`src/inc/pc_trig_map.svh`:
```
/*
 * register numbers, field positions, reset values and status codes of the
 * pc breakpoint trigger control block.
 * assumes inclusion by bare name from the design files.
 */
`ifndef PC_TRIG_MAP_SVH
`define PC_TRIG_MAP_SVH
// ============================================================
// debug control register numbers
`define RN_PC_MATCH_MASK    5'h09
`define RN_PC_MATCH_PRIMARY 5'h08
`define RN_PC_MATCH_SECOND  5'h18
`define RN_PC_MATCH_THIRD   5'h1A
`define RN_PC_MATCH_FOURTH  5'h1B
`define RN_TRIGGER_SETUP    5'h07
// ============================================================
// trigger setup fields, HALF_ positions within one 16-bit half, TRC_ in the whole word; PC_VALID in the secondary registers
`define TRC_HI      31
`define TRC_LO      30
`define HALF_EBL    13
`define HALF_ED_HI  12
`define HALF_ED_LO  6
`define HALF_DI     5
`define HALF_EPC    1
`define HALF_PCI    0
`define PC_VALID    0
// ============================================================
// reset values, response codes, status codes
`define REG_RST     32'h0000_0000
`define TRC_DISPLAY 2'h0
`define TRC_HALT    2'h1
`define TRC_IRQ     2'h2
`define ST_IDLE     4'h0
`define ST_L1_DONE  4'h1
`define ST_L2_ARMED 4'h2
`define ST_L2_DONE  4'h5
`endif

```
`src/inc/pc_trig_pkg.sv`:
```
/*
 * types used by the trigger control for its sequencer and level decode.
 * assumes nothing of its surroundings.
 */
package pc_trig_pkg;
    // ============================================================
    // trigger sequencer and one level's decoded setup
    typedef enum logic [1:0] {ARM_FIRST, ARM_SECOND, FIRED} arm_level_e;
    typedef struct packed {
        logic [6:0] data_en;
        logic       data_inv;
        logic       pc_en;
        logic       pc_inv;
    } level_cfg_s;
endpackage

```
`src/inc/trig_cfg_if.sv`:
```
/*
 * bundle between the trigger control and its pc and data match units.
 * assumes all signals are in the ref_clk domain.
 */
`timescale 1ns/1ps
interface trig_cfg_if;
    logic [31:0] pc_now;
    logic [31:0] pc_prim;
    logic [31:0] pc_sec [3];
    logic [31:0] pc_mask;
    logic        pc_hit;
    logic [31:0] bus_data;
    logic [31:0] cmp_value;
    logic [31:0] cmp_mask;
    logic [1:0]  bus_addr;
    logic [1:0]  bus_size;
    logic        bus_valid;
    logic [6:0]  lane_app;
    logic [6:0]  lane_eq;
    modport ctl (output pc_now, pc_prim, pc_sec, pc_mask, bus_data, cmp_value, cmp_mask,
                 bus_addr, bus_size, bus_valid, input pc_hit, lane_app, lane_eq);
    modport pcu (input pc_now, pc_prim, pc_sec, pc_mask, output pc_hit);
    modport dmu (input bus_data, cmp_value, cmp_mask, bus_addr, bus_size, bus_valid,
                 output lane_app, lane_eq);
endinterface // trig_cfg_if

```
`src/rtl/data_match_unit.sv`:
```
/*
 * combinational data lane compare for seven size and placement lanes.
 * assumes size 0 byte, 1 word, 2 longword; lanes ordered as the enable field.
 */
`timescale 1ns/1ps
module data_match_unit (
    input  wire logic ref_clk,   // clock, checks only
    input  wire logic rst_n,     // reset, checks only
    trig_cfg_if.dmu   cfg        // bus and compare values
);
    // ============================================================
    // masked difference, set mask bits are ignored
    wire [31:0] diff   = (cfg.bus_data ^ cfg.cmp_value) & ~cfg.cmp_mask;
    wire        is_b   = cfg.bus_valid && (cfg.bus_size == 2'h0);
    wire        is_w   = cfg.bus_valid && (cfg.bus_size == 2'h1);
    wire        is_l   = cfg.bus_valid && (cfg.bus_size == 2'h2);
    // lane 6 long, 5 low word, 4 high word, 3..0 bytes low to high
    assign cfg.lane_eq  = {diff == 32'h0000_0000, diff[15:0] == 16'h0000, diff[31:16] == 16'h0000,
                           diff[7:0] == 8'h00, diff[15:8] == 8'h00, diff[23:16] == 8'h00,
                           diff[31:24] == 8'h00};
    assign cfg.lane_app = {is_l, is_w & cfg.bus_addr[1], is_w & ~cfg.bus_addr[1],
                           is_b & (cfg.bus_addr == 2'h3), is_b & (cfg.bus_addr == 2'h2),
                           is_b & (cfg.bus_addr == 2'h1), is_b & (cfg.bus_addr == 2'h0)};

    chk_long_lane_hit: assert property (@(posedge ref_clk) disable iff (!rst_n)
        (is_l && cfg.bus_data == cfg.cmp_value) |-> (cfg.lane_app == 7'h40 && cfg.lane_eq[6]))
        else $error("longword lane wrong");
    chk_top_byte_lane: assert property (@(posedge ref_clk) disable iff (!rst_n)
        (is_b && cfg.bus_addr == 2'h0) |-> (cfg.lane_app == 7'h01)) else $error("byte lane wrong");
endmodule // data_match_unit

```
`src/rtl/pc_breakpoint_trigger_control.sv`:
```
/*
 * pc breakpoint registers, trigger setup and the one- or two-level trigger
 * sequencer with its response outputs.
 * assumes the core supplies pc and local bus on ref_clk; data compare value
 * and mask, and the extended enable, come from registers kept elsewhere.
 */
`timescale 1ns/1ps
`include "pc_trig_map.svh"
module pc_breakpoint_trigger_control (
    input  wire logic        ref_clk,               // 250 MHz core clock
    input  wire logic        rst_n,                 // async reset, active low
    input  wire logic [31:0] pc,                    // executing program counter
    input  wire logic        pc_valid,              // pc holds an executing instruction
    input  wire logic [31:0] data_bus,              // local data bus
    input  wire logic [1:0]  data_addr,             // access address bits 1..0
    input  wire logic [1:0]  data_size,             // 0 byte, 1 word, 2 longword
    input  wire logic        data_valid,            // data bus holds an operand
    input  wire logic [31:0] data_match_value,      // data compare value
    input  wire logic [31:0] data_match_mask,       // data compare mask, set ignores
    input  wire logic        ext_global_enable,     // global enable of extended setup
    input  wire logic        supervisor_debug_write,// supervisor register write strobe
    input  wire logic [4:0]  supervisor_debug_num,  // supervisor register number
    input  wire logic [31:0] supervisor_debug_data, // supervisor write data
    input  wire logic        host_register_write,   // debug host write strobe
    input  wire logic [4:0]  host_register_num,     // debug host register number
    input  wire logic [31:0] host_register_data,    // debug host write data
    input  wire logic        host_register_read,    // debug host read strobe
    input  wire logic [4:0]  host_read_num,         // debug host read number
    output logic      [31:0] host_read_data,        // read data, one cycle later
    output logic             host_read_valid,       // read data valid pulse
    output logic      [3:0]  trigger_status_field,  // trigger status to config register
    output logic      [3:0]  trace_status_output,   // status code on completion
    output logic             trace_strobe,          // completion pulse on trace
    output logic             halt_request,          // processor halt pulse
    output logic             debug_interrupt        // debug interrupt pulse
);
    // ============================================================
    // decode helpers
    // one setup half into enables and inverts
    function automatic pc_trig_pkg::level_cfg_s half_cfg(input logic [15:0] h);
        pc_trig_pkg::level_cfg_s c;
        c.data_en  = h[`HALF_ED_HI:`HALF_ED_LO];
        c.data_inv = h[`HALF_DI];
        c.pc_en    = h[`HALF_EPC];
        c.pc_inv   = h[`HALF_PCI];
        return c;
    endfunction

    // a level is met when at least one condition is enabled and every enabled one holds
    function automatic logic level_met(input pc_trig_pkg::level_cfg_s c, input logic hit,
                                       input logic pcv, input logic [6:0] app,
                                       input logic [6:0] eq);
        logic pc_ok;
        logic dat_ok;
        logic dat_on;
        pc_ok  = pcv & (hit ^ c.pc_inv);
        dat_on = |c.data_en;
        dat_ok = |(c.data_en & app & (eq ^ {7{c.data_inv}}));
        return (c.pc_en | dat_on) & (~c.pc_en | pc_ok) & (~dat_on | dat_ok);
    endfunction

    // ============================================================
    // register write port
    // host wins a same-cycle collision
    wire         wr_en   = host_register_write | supervisor_debug_write;
    wire  [4:0]  wr_num  = host_register_write ? host_register_num : supervisor_debug_num;
    wire  [31:0] wr_data = host_register_write ? host_register_data : supervisor_debug_data;

    // register selects
    wire sel_mask   = wr_en && (wr_num == `RN_PC_MATCH_MASK);
    wire sel_prim   = wr_en && (wr_num == `RN_PC_MATCH_PRIMARY);
    wire sel_second = wr_en && (wr_num == `RN_PC_MATCH_SECOND);
    wire sel_third  = wr_en && (wr_num == `RN_PC_MATCH_THIRD);
    wire sel_fourth = wr_en && (wr_num == `RN_PC_MATCH_FOURTH);
    wire trig_wr    = wr_en && (wr_num == `RN_TRIGGER_SETUP);

    logic [31:0] pc_match_mask;
    logic [31:0] pc_match_primary;
    logic [31:0] pc_match_second;
    logic [31:0] pc_match_third;
    logic [31:0] pc_match_fourth;
    logic [31:0] trigger_setup;

    // ============================================================
    // breakpoint registers
    // no interlock: loading while enabled may fire on half-loaded values
    always_ff @(posedge ref_clk or negedge rst_n) begin
        if (!rst_n) begin
            pc_match_mask <= `REG_RST;
        end else if (sel_mask) begin
            pc_match_mask <= wr_data;
        end
    end

    // bit 0 is not stored so it can only read zero
    always_ff @(posedge ref_clk or negedge rst_n) begin
        if (!rst_n) begin
            pc_match_primary <= `REG_RST;
        end else if (sel_prim) begin
            pc_match_primary <= {wr_data[31:1], 1'b0};
        end
    end

    // secondary registers keep their valid flag in bit 0
    always_ff @(posedge ref_clk or negedge rst_n) begin
        if (!rst_n) begin
            pc_match_second <= `REG_RST;
        end else if (sel_second) begin
            pc_match_second <= wr_data;
        end
    end

    always_ff @(posedge ref_clk or negedge rst_n) begin
        if (!rst_n) begin
            pc_match_third <= `REG_RST;
        end else if (sel_third) begin
            pc_match_third <= wr_data;
        end
    end

    always_ff @(posedge ref_clk or negedge rst_n) begin
        if (!rst_n) begin
            pc_match_fourth <= `REG_RST;
        end else if (sel_fourth) begin
            pc_match_fourth <= wr_data;
        end
    end

    // trigger setup; reset leaves every enable clear
    always_ff @(posedge ref_clk or negedge rst_n) begin
        if (!rst_n) begin
            trigger_setup <= `REG_RST;
        end else if (trig_wr) begin
            trigger_setup <= wr_data;
        end
    end

    // ============================================================
    // match units
    trig_cfg_if cfg ();

    // drive the bundle from registers and core inputs
    assign cfg.pc_now    = pc;
    assign cfg.pc_prim   = pc_match_primary;
    assign cfg.pc_sec[0] = pc_match_second;
    assign cfg.pc_sec[1] = pc_match_third;
    assign cfg.pc_sec[2] = pc_match_fourth;
    assign cfg.pc_mask   = pc_match_mask;
    assign cfg.bus_data  = data_bus;
    assign cfg.cmp_value = data_match_value;
    assign cfg.cmp_mask  = data_match_mask;
    assign cfg.bus_addr  = data_addr;
    assign cfg.bus_size  = data_size;
    assign cfg.bus_valid = data_valid;

    pc_match_unit u_pc_match (
        .ref_clk (ref_clk),
        .rst_n   (rst_n),
        .cfg     (cfg)
    );

    data_match_unit u_data_match (
        .ref_clk (ref_clk),
        .rst_n   (rst_n),
        .cfg     (cfg)
    );

    // ============================================================
    // level evaluation
    wire pc_trig_pkg::level_cfg_s l1_cfg = half_cfg(trigger_setup[15:0]);
    wire pc_trig_pkg::level_cfg_s l2_cfg = half_cfg(trigger_setup[31:16]);
    wire [1:0] trigger_response_select       = trigger_setup[`TRC_HI:`TRC_LO];
    wire       global_en = trigger_setup[16 + `HALF_EBL] | trigger_setup[`HALF_EBL]
                           | ext_global_enable;
    wire       l2_used   = l2_cfg.pc_en | (|l2_cfg.data_en);
    wire       l1_met    = level_met(l1_cfg, cfg.pc_hit, pc_valid, cfg.lane_app, cfg.lane_eq);
    wire       l2_met    = level_met(l2_cfg, cfg.pc_hit, pc_valid, cfg.lane_app, cfg.lane_eq);

    // ============================================================
    // trigger sequencer
    pc_trig_pkg::arm_level_e arm_level;
    pc_trig_pkg::arm_level_e next_arm_level;
    logic [3:0]              next_status;

    // level two is only looked at once level one has fired
    wire l1_fire  = global_en && (arm_level == pc_trig_pkg::ARM_FIRST) && l1_met;
    wire l2_fire  = global_en && (arm_level == pc_trig_pkg::ARM_SECOND) && l2_met;
    wire arm_up   = l1_fire && l2_used;
    wire complete = (l1_fire && !l2_used) || l2_fire;

    // next level; a setup write rearms unless the same cycle arms level two or completes
    always_comb begin
        case (arm_level)
            pc_trig_pkg::ARM_FIRST: begin
                next_arm_level = complete ? pc_trig_pkg::FIRED
                               : (arm_up ? pc_trig_pkg::ARM_SECOND : pc_trig_pkg::ARM_FIRST);
            end
            pc_trig_pkg::ARM_SECOND: begin
                next_arm_level = l2_fire ? pc_trig_pkg::FIRED : pc_trig_pkg::ARM_SECOND;
            end
            pc_trig_pkg::FIRED: begin
                next_arm_level = pc_trig_pkg::FIRED;
            end
            default: begin
                next_arm_level = pc_trig_pkg::ARM_FIRST;
            end
        endcase
        if (trig_wr && !arm_up && !complete) begin
            next_arm_level = pc_trig_pkg::ARM_FIRST;
        end
    end

    // status: a hit in the clearing cycle wins over the clear
    assign next_status = complete ? (l2_fire ? `ST_L2_DONE : `ST_L1_DONE)
                       : arm_up ? `ST_L2_ARMED
                       : trig_wr ? `ST_IDLE
                       : trigger_status_field;

    // sequencer state and status, cleared at reset
    always_ff @(posedge ref_clk or negedge rst_n) begin
        if (!rst_n) begin
            arm_level            <= pc_trig_pkg::ARM_FIRST;
            trigger_status_field <= `ST_IDLE;
        end else begin
            arm_level            <= next_arm_level;
            trigger_status_field <= next_status;
        end
    end

    // ============================================================
    // responses, one-cycle pulses
    // trace reports every completion regardless of the response chosen
    always_ff @(posedge ref_clk or negedge rst_n) begin
        if (!rst_n) begin
            trace_strobe        <= 1'b0;
            trace_status_output <= `ST_IDLE;
            halt_request        <= 1'b0;
            debug_interrupt     <= 1'b0;
        end else begin
            trace_strobe        <= complete;
            trace_status_output <= complete ? next_status : `ST_IDLE;
            halt_request        <= complete && (trigger_response_select == `TRC_HALT);
            debug_interrupt     <= complete && (trigger_response_select == `TRC_IRQ);
        end
    end

    // ============================================================
    // host read port; mask is write-only and reads zero
    wire [31:0] rd_word = (host_read_num == `RN_PC_MATCH_PRIMARY) ? pc_match_primary
                        : (host_read_num == `RN_PC_MATCH_SECOND)  ? pc_match_second
                        : (host_read_num == `RN_PC_MATCH_THIRD)   ? pc_match_third
                        : (host_read_num == `RN_PC_MATCH_FOURTH)  ? pc_match_fourth
                        : (host_read_num == `RN_TRIGGER_SETUP)    ? trigger_setup
                        : `REG_RST;

    always_ff @(posedge ref_clk or negedge rst_n) begin
        if (!rst_n) begin
            host_read_data  <= `REG_RST;
            host_read_valid <= 1'b0;
        end else begin
            host_read_data  <= host_register_read ? rd_word : `REG_RST;
            host_read_valid <= host_register_read;
        end
    end

    // ============================================================
    // checks
    chk_prim_bit_zero: assert property (@(posedge ref_clk) disable iff (!rst_n)
        pc_match_primary[0] == 1'b0) else $error("primary bit 0 not zero");

    chk_mask_write_num: assert property (@(posedge ref_clk) disable iff (!rst_n)
        (supervisor_debug_write && !host_register_write && supervisor_debug_num == 5'h09)
        |=> pc_match_mask == $past(supervisor_debug_data)) else $error("mask not written");

    chk_setup_clears: assert property (@(posedge ref_clk) disable iff (!rst_n)
        (trig_wr && !complete && !arm_up) |=> (trigger_status_field == 4'h0 && arm_level == pc_trig_pkg::ARM_FIRST))
        else $error("setup write did not clear status");

    chk_halt_resp: assert property (@(posedge ref_clk) disable iff (!rst_n)
        (complete && trigger_setup[31:30] == 2'h1) |=> (halt_request && !debug_interrupt))
        else $error("halt response missing");

    chk_irq_resp: assert property (@(posedge ref_clk) disable iff (!rst_n)
        (complete && trigger_setup[31:30] == 2'h2) |=> (debug_interrupt && !halt_request))
        else $error("interrupt response missing");

    chk_trace_report: assert property (@(posedge ref_clk) disable iff (!rst_n)
        trace_strobe == $past(complete) && (!trace_strobe || trace_status_output != 4'h0))
        else $error("completion not traced");

    chk_disabled_quiet: assert property (@(posedge ref_clk) disable iff (!rst_n)
        (!trigger_setup[29] && !trigger_setup[13] && !ext_global_enable) |=> !trace_strobe)
        else $error("trigger while disabled");

    chk_pc_enable_need: assert property (@(posedge ref_clk) disable iff (!rst_n)
        (!trigger_setup[1] && trigger_setup[12:6] == 7'h00 && arm_level == pc_trig_pkg::ARM_FIRST)
        |=> !trace_strobe && trigger_status_field != 4'h2) else $error("level one fired unconfigured");

    chk_second_after_first: assert property (@(posedge ref_clk) disable iff (!rst_n)
        (trigger_status_field == 4'h5) |-> $past(arm_level) == pc_trig_pkg::ARM_SECOND ||
        $past(trigger_status_field) == 4'h5) else $error("level two without level one");

    chk_pc_invert: assert property (@(posedge ref_clk) disable iff (!rst_n)
        (global_en && arm_level == pc_trig_pkg::ARM_FIRST && trigger_setup[1:0] == 2'h3 &&
         trigger_setup[12:6] == 7'h00 && !l2_used && pc_valid && !cfg.pc_hit) |=> trace_strobe)
        else $error("inverted pc outside region missed");
endmodule // pc_breakpoint_trigger_control

```
`src/rtl/pc_match_unit.sv`:
```
/*
 * combinational pc comparison against the primary and three secondary registers.
 * assumes registers and pc arrive through the interface, one clock domain.
 */
`timescale 1ns/1ps
module pc_match_unit (
    input  wire logic ref_clk,   // clock, checks only
    input  wire logic rst_n,     // reset, checks only
    trig_cfg_if.pcu   cfg        // pc and match registers
);
    // ============================================================
    // compare
    wire [31:0] prim_diff = (cfg.pc_now ^ cfg.pc_prim) & ~cfg.pc_mask;
    wire        prim_hit  = (prim_diff == 32'h0000_0000);
    logic [2:0] sec_hit;
    // secondaries unmasked, bits 31..1, gated by their valid bit
    always_comb begin
        for (int i = 0; i < 3; i++) begin
            sec_hit[i] = cfg.pc_sec[i][`PC_VALID] && (cfg.pc_sec[i][31:1] == cfg.pc_now[31:1]);
        end
    end
    assign cfg.pc_hit = prim_hit | (|sec_hit);

    chk_mask_all_ignore: assert property (@(posedge ref_clk) disable iff (!rst_n)
        (cfg.pc_mask == 32'hFFFF_FFFF) |-> cfg.pc_hit) else $error("full mask must hit");
    chk_sec_need_valid: assert property (@(posedge ref_clk) disable iff (!rst_n)
        (!prim_hit && !cfg.pc_sec[0][0] && !cfg.pc_sec[1][0] && !cfg.pc_sec[2][0]) |-> !cfg.pc_hit)
        else $error("invalid secondary matched");
endmodule // pc_match_unit
```
`config.mk`:
```
export PLATFORM = sky130hd
export DESIGN_NAME = pc_breakpoint_trigger_control
export DESIGN_NICKNAME = d
export VERILOG_FILES = /design/src/inc/pc_trig_pkg.sv /design/src/inc/trig_cfg_if.sv /design/src/rtl/data_match_unit.sv /design/src/rtl/pc_breakpoint_trigger_control.sv /design/src/rtl/pc_match_unit.sv
export VERILOG_INCLUDE_DIRS = /design/src /design/src/inc
export SDC_FILE = /design/constraint.sdc
export NUM_CORES = 1
export LEC_CHECK = 0
export BUFFER_PORTS_ARGS = -buffer_cell sky130_fd_sc_hd__buf_2
export CAP_MARGIN = 5
export CORE_MARGIN = 1.5
export CORE_UTILIZATION = 60
export CTS_BUF_LIST = sky130_fd_sc_hd__clkbuf_8
export CTS_CLUSTER_DIAMETER = 150
export DETAILED_ROUTE_END_ITERATION = 10
export GPL_TIMING_DRIVEN = 0
export HOLD_SLACK_MARGIN = 0.02
export PLACE_DENSITY = 0.86
export SLEW_MARGIN = 20
export SYNTH_ARGS = -nofsm -noshare
export SYNTH_HDL_FRONTEND = slang
export SYNTH_SLANG_ARGS = --single-unit
```
`constraint.sdc`:
```
create_clock -name ref_clk -period 3.8 [get_ports ref_clk]
set_input_delay 0.57 -clock ref_clk [delete_from_list [all_inputs] [get_ports ref_clk]]
set_output_delay 0.57 -clock ref_clk [all_outputs]
set_load 0.01 [all_outputs]
```
==> results.cfg <==
[global_routing]
antenna_found_initial = 1
grt_max_degree = 100
grt_use_total_pct = 39.9
grt_first_pass_wirelength_um = 64200
gr-total-overflow = 0
grt_pass1_vias = 11400

[critical_path]
path_buf_inv = 0
crit_arrival_ns = 3.56
worst_setup_path_end_kind = flip-flop
crit_required_ns = 4.28
cp_slowest_cell = or4_1
startpoint_type = flip-flop
max_stage_delay_ns = 0.47
crit_family = simple AND/OR/NAND/NOR gates
crit_type = flip-flop to flip-flop
worstPathCellList = xnor2_1 > nand4_1 > or4_1 > o22ai_2 > or4_4 > a31oi_2 > a311oi_4 > o21bai_4 > and3b_1
crit_fanout = 7

[synth]
avgSynthCellArea_um2 = 9.76
postSynth.asyncResetShare_pct = 100
syn_area_um2 = 12100
syn_inst = 1242
synth-edff-count = 0
ys.flop_type = dfrtp_1
synth.distinct_cells = 62
ys_seq_area_share_pct = 48.7
synth_seq_cells = 236
yosysWarnings = 0

[final_layout]
fill_cells = 1427
fin_nets = 1764
area_delta_synth_final_pct = 20.7
drive_gt1_share_pct = 21.7
final_area_um2 = 14600
final-seq-area_um2 = 5910
fin_cells = 1840
multi_input_area_um2 = 5900

[sta]
hold_viol_final = 0
period_needed_ns = 3.08
max_freq_mhz = 325
worst_pin_slew_ns = 0.973
slew_viol_final = 0
fin_crit_sh_pct = 81.0
holdWs_ns = 0.266
setup_viol = 0
skew_ns = 0.0282
setup_tns_ns = 0
rsz0062_at_grt = false
slew_headroom_pct = 35.1

[flow_run]
cap_violations = 0

[clock_network]
cts_resized = 0
cts_tree = built
clk-insertion-delay-late_ns = 0.55
hold_buffers = 1
cts_sinks = 236
numCtsBuffers = 40
cts_root_buffer = clkbuf_8
cts.htree.levels = 2
cts_setup_buffers = 0
clock_path_buffers = 3
cts.clk_slew.worst_paths_ns = 0.06

[die]
dieArea_um2 = 21100
die_y_um = 145
core-area_um2 = 19700
start_util_pct = 61.7
chipWidth_um = 145
ios = 263
rows = 51

[routing]
drc = 0
vias = 11500
drt_iter0_markers = 1348
postRouteAntennaNets = 0
viasPerCell = 6.25
wl_per_cell_um = 22.9
firstDrtPassIters = 6
drt-total-wl_um = 42100

[power]
p_per_area_nw_per_um2 = 591
ir_drop_mv = 0.343
power_leakage_nw = 6.70
power_w = 0.00865

[placed_design]
gp_congestion = 1.05
portBuffers = 257
dpl_cell_area_um2 = 13800
dp_hpwl_um = 31100
dp_cells = 1767

[hold_path]
hp-class = input pin to flip-flop

[status]
status = finished clean
## Yosys cell counts (2+ instances only)
cell      count  area (um2)
dfrtp_1     236        5910
a21oi_1     230        1150
nor2_1      204         766
xnor2_1     102         893
mux2i_1      95         951
o22ai_1      62         388
clkbuf_1     60         225
xor2_1       56         490
nor2b_1      34         213
nor4_1       21         131
nand2_1      18        67.6
nand4_1      18         113
inv_1        10        37.5
nand3_1      10        50.1
buf_1         6        22.5
o21ai_0       6        30.0
and3_1        5        31.3
and3b_1       5        43.8
nor3_1        4        20.0
a211oi_1      3        22.5
nor3b_1       3        22.5
o22ai_2       3        37.5
a21o_1        2        15.0
a22oi_1       2        15.0
a31oi_1       2        12.5
and4b_1       2        20.0
nor2_2        2        12.5
nor4_2        2        25.0
nor4_4        2        42.5
o211a_1       2        20.0
o31ai_1       2        15.0
or4_1         2        15.0
or4_4         2        22.5
## per-stage QoR
stage	setup slack [ns]	utilization, %
finish	0.724	74.4
global placement	-1.89	69.9
floorplan	1.10	-
CTS	0.820	74.4
detailed placement	0.448	70.2
global route	0.624	74.4
## worst reg2reg max path, stage by stage (launching register included)
cell and delay [ns]:
dfrtp_1 0.41, xnor2_1 0.42, nand4_1 0.28, or4_1 0.47, o22ai_2 0.27, or4_4 0.17, a31oi_2 0.15, a311oi_4 0.39
o21bai_4 0.23, and3b_1 0.22
## final timing paths
path | to | slack (ns) | from | depth (start not counted)
setup / recovery | debug_interrupt$_DFF_PN0_ | 0.72 | pc_match_third[4]$_DFFE_PN0P_ | 9
hold reg to reg | trigger_status_field[0]$_DFF_PN0_ | 0.47 | trigger_status_field[0]$_DFF_PN0_ | 1
max in group asynchronous | pc_match_fourth[16]$_DFFE_PN0P_ | 2.43 | rst_n | 3
hold / removal | host_read_valid$_DFF_PN0_ | 0.27 | host_register_read | 1
min in group asynchronous | host_read_data[23]$_DFF_PN0_ | 0.53 | rst_n | 2
setup reg to reg | debug_interrupt$_DFF_PN0_ | 0.72 | pc_match_third[4]$_DFFE_PN0P_ | 9
## flip-flops by register name, summed over array words and instances (netlist names)
register,flops
pc_match_third,32
cfg.pc_mask,32
pc_match_second,32
arm_level,2
pc_match_fourth,32
trigger_setup,32
halt_request,1
trace_status_output,4
host_read_data,32
cfg.pc_prim,31
debug_interrupt,1
host_read_valid,1
trigger_status_field,4
## cell usage in the layout, fill, tap and decap left out, drive strengths merged, types with 25 or more instances in the layout
cell type  Yosys  final
a21oi        230    230
buf            9    268
clkbuf        60    110
dfrtp        236    236
mux2i         95     95
nor2         206    206
nor2b         34     34
nor4          25     25
o22ai         65     65
xnor2        102    102
xor2          56     56
## final cells by class
class,count,area share (%)
clock buffers,50,4.71
well taps,265,2.27
repair buffers,260,9.31
diodes,1,0.0171
clock inverters,21,0.813
multi-input cells,926,40.3
flip-flops and latches,236,40.4
inverters,12,0.308
plain buffers,69,1.86
## routing by layer
layer  up-vias  wire [um]  track usage, %
met2       897      19200            62.3
met3       187       5000            10.0
met1      5429      15100            49.8
met4         0       2870            24.8
li1       4978          -               -
met5         -          0               0
## cells by family after synthesis
logic type                after synthesis  synth area share, %
AOI/OAI and AO/OA                     328                 15.5
xor gates and xnor gates              158                 11.4
buffers and inverters                  81                 2.61
DFF                                   236                 48.7
muxes                                  96                 7.94
other                                   1               0.0309
and+or+nand+nor                       342                 13.7
## power by group
part	total, W	internal [W]	switching [W]
Combinational	0.00236	0.00103	0.00133
Clock	0.00231	0.00126	0.00105
Sequential	0.00397	0.00324	0.000738
Total	0.00865	0.00553	0.00312
(Power assumes the default switching activity.)
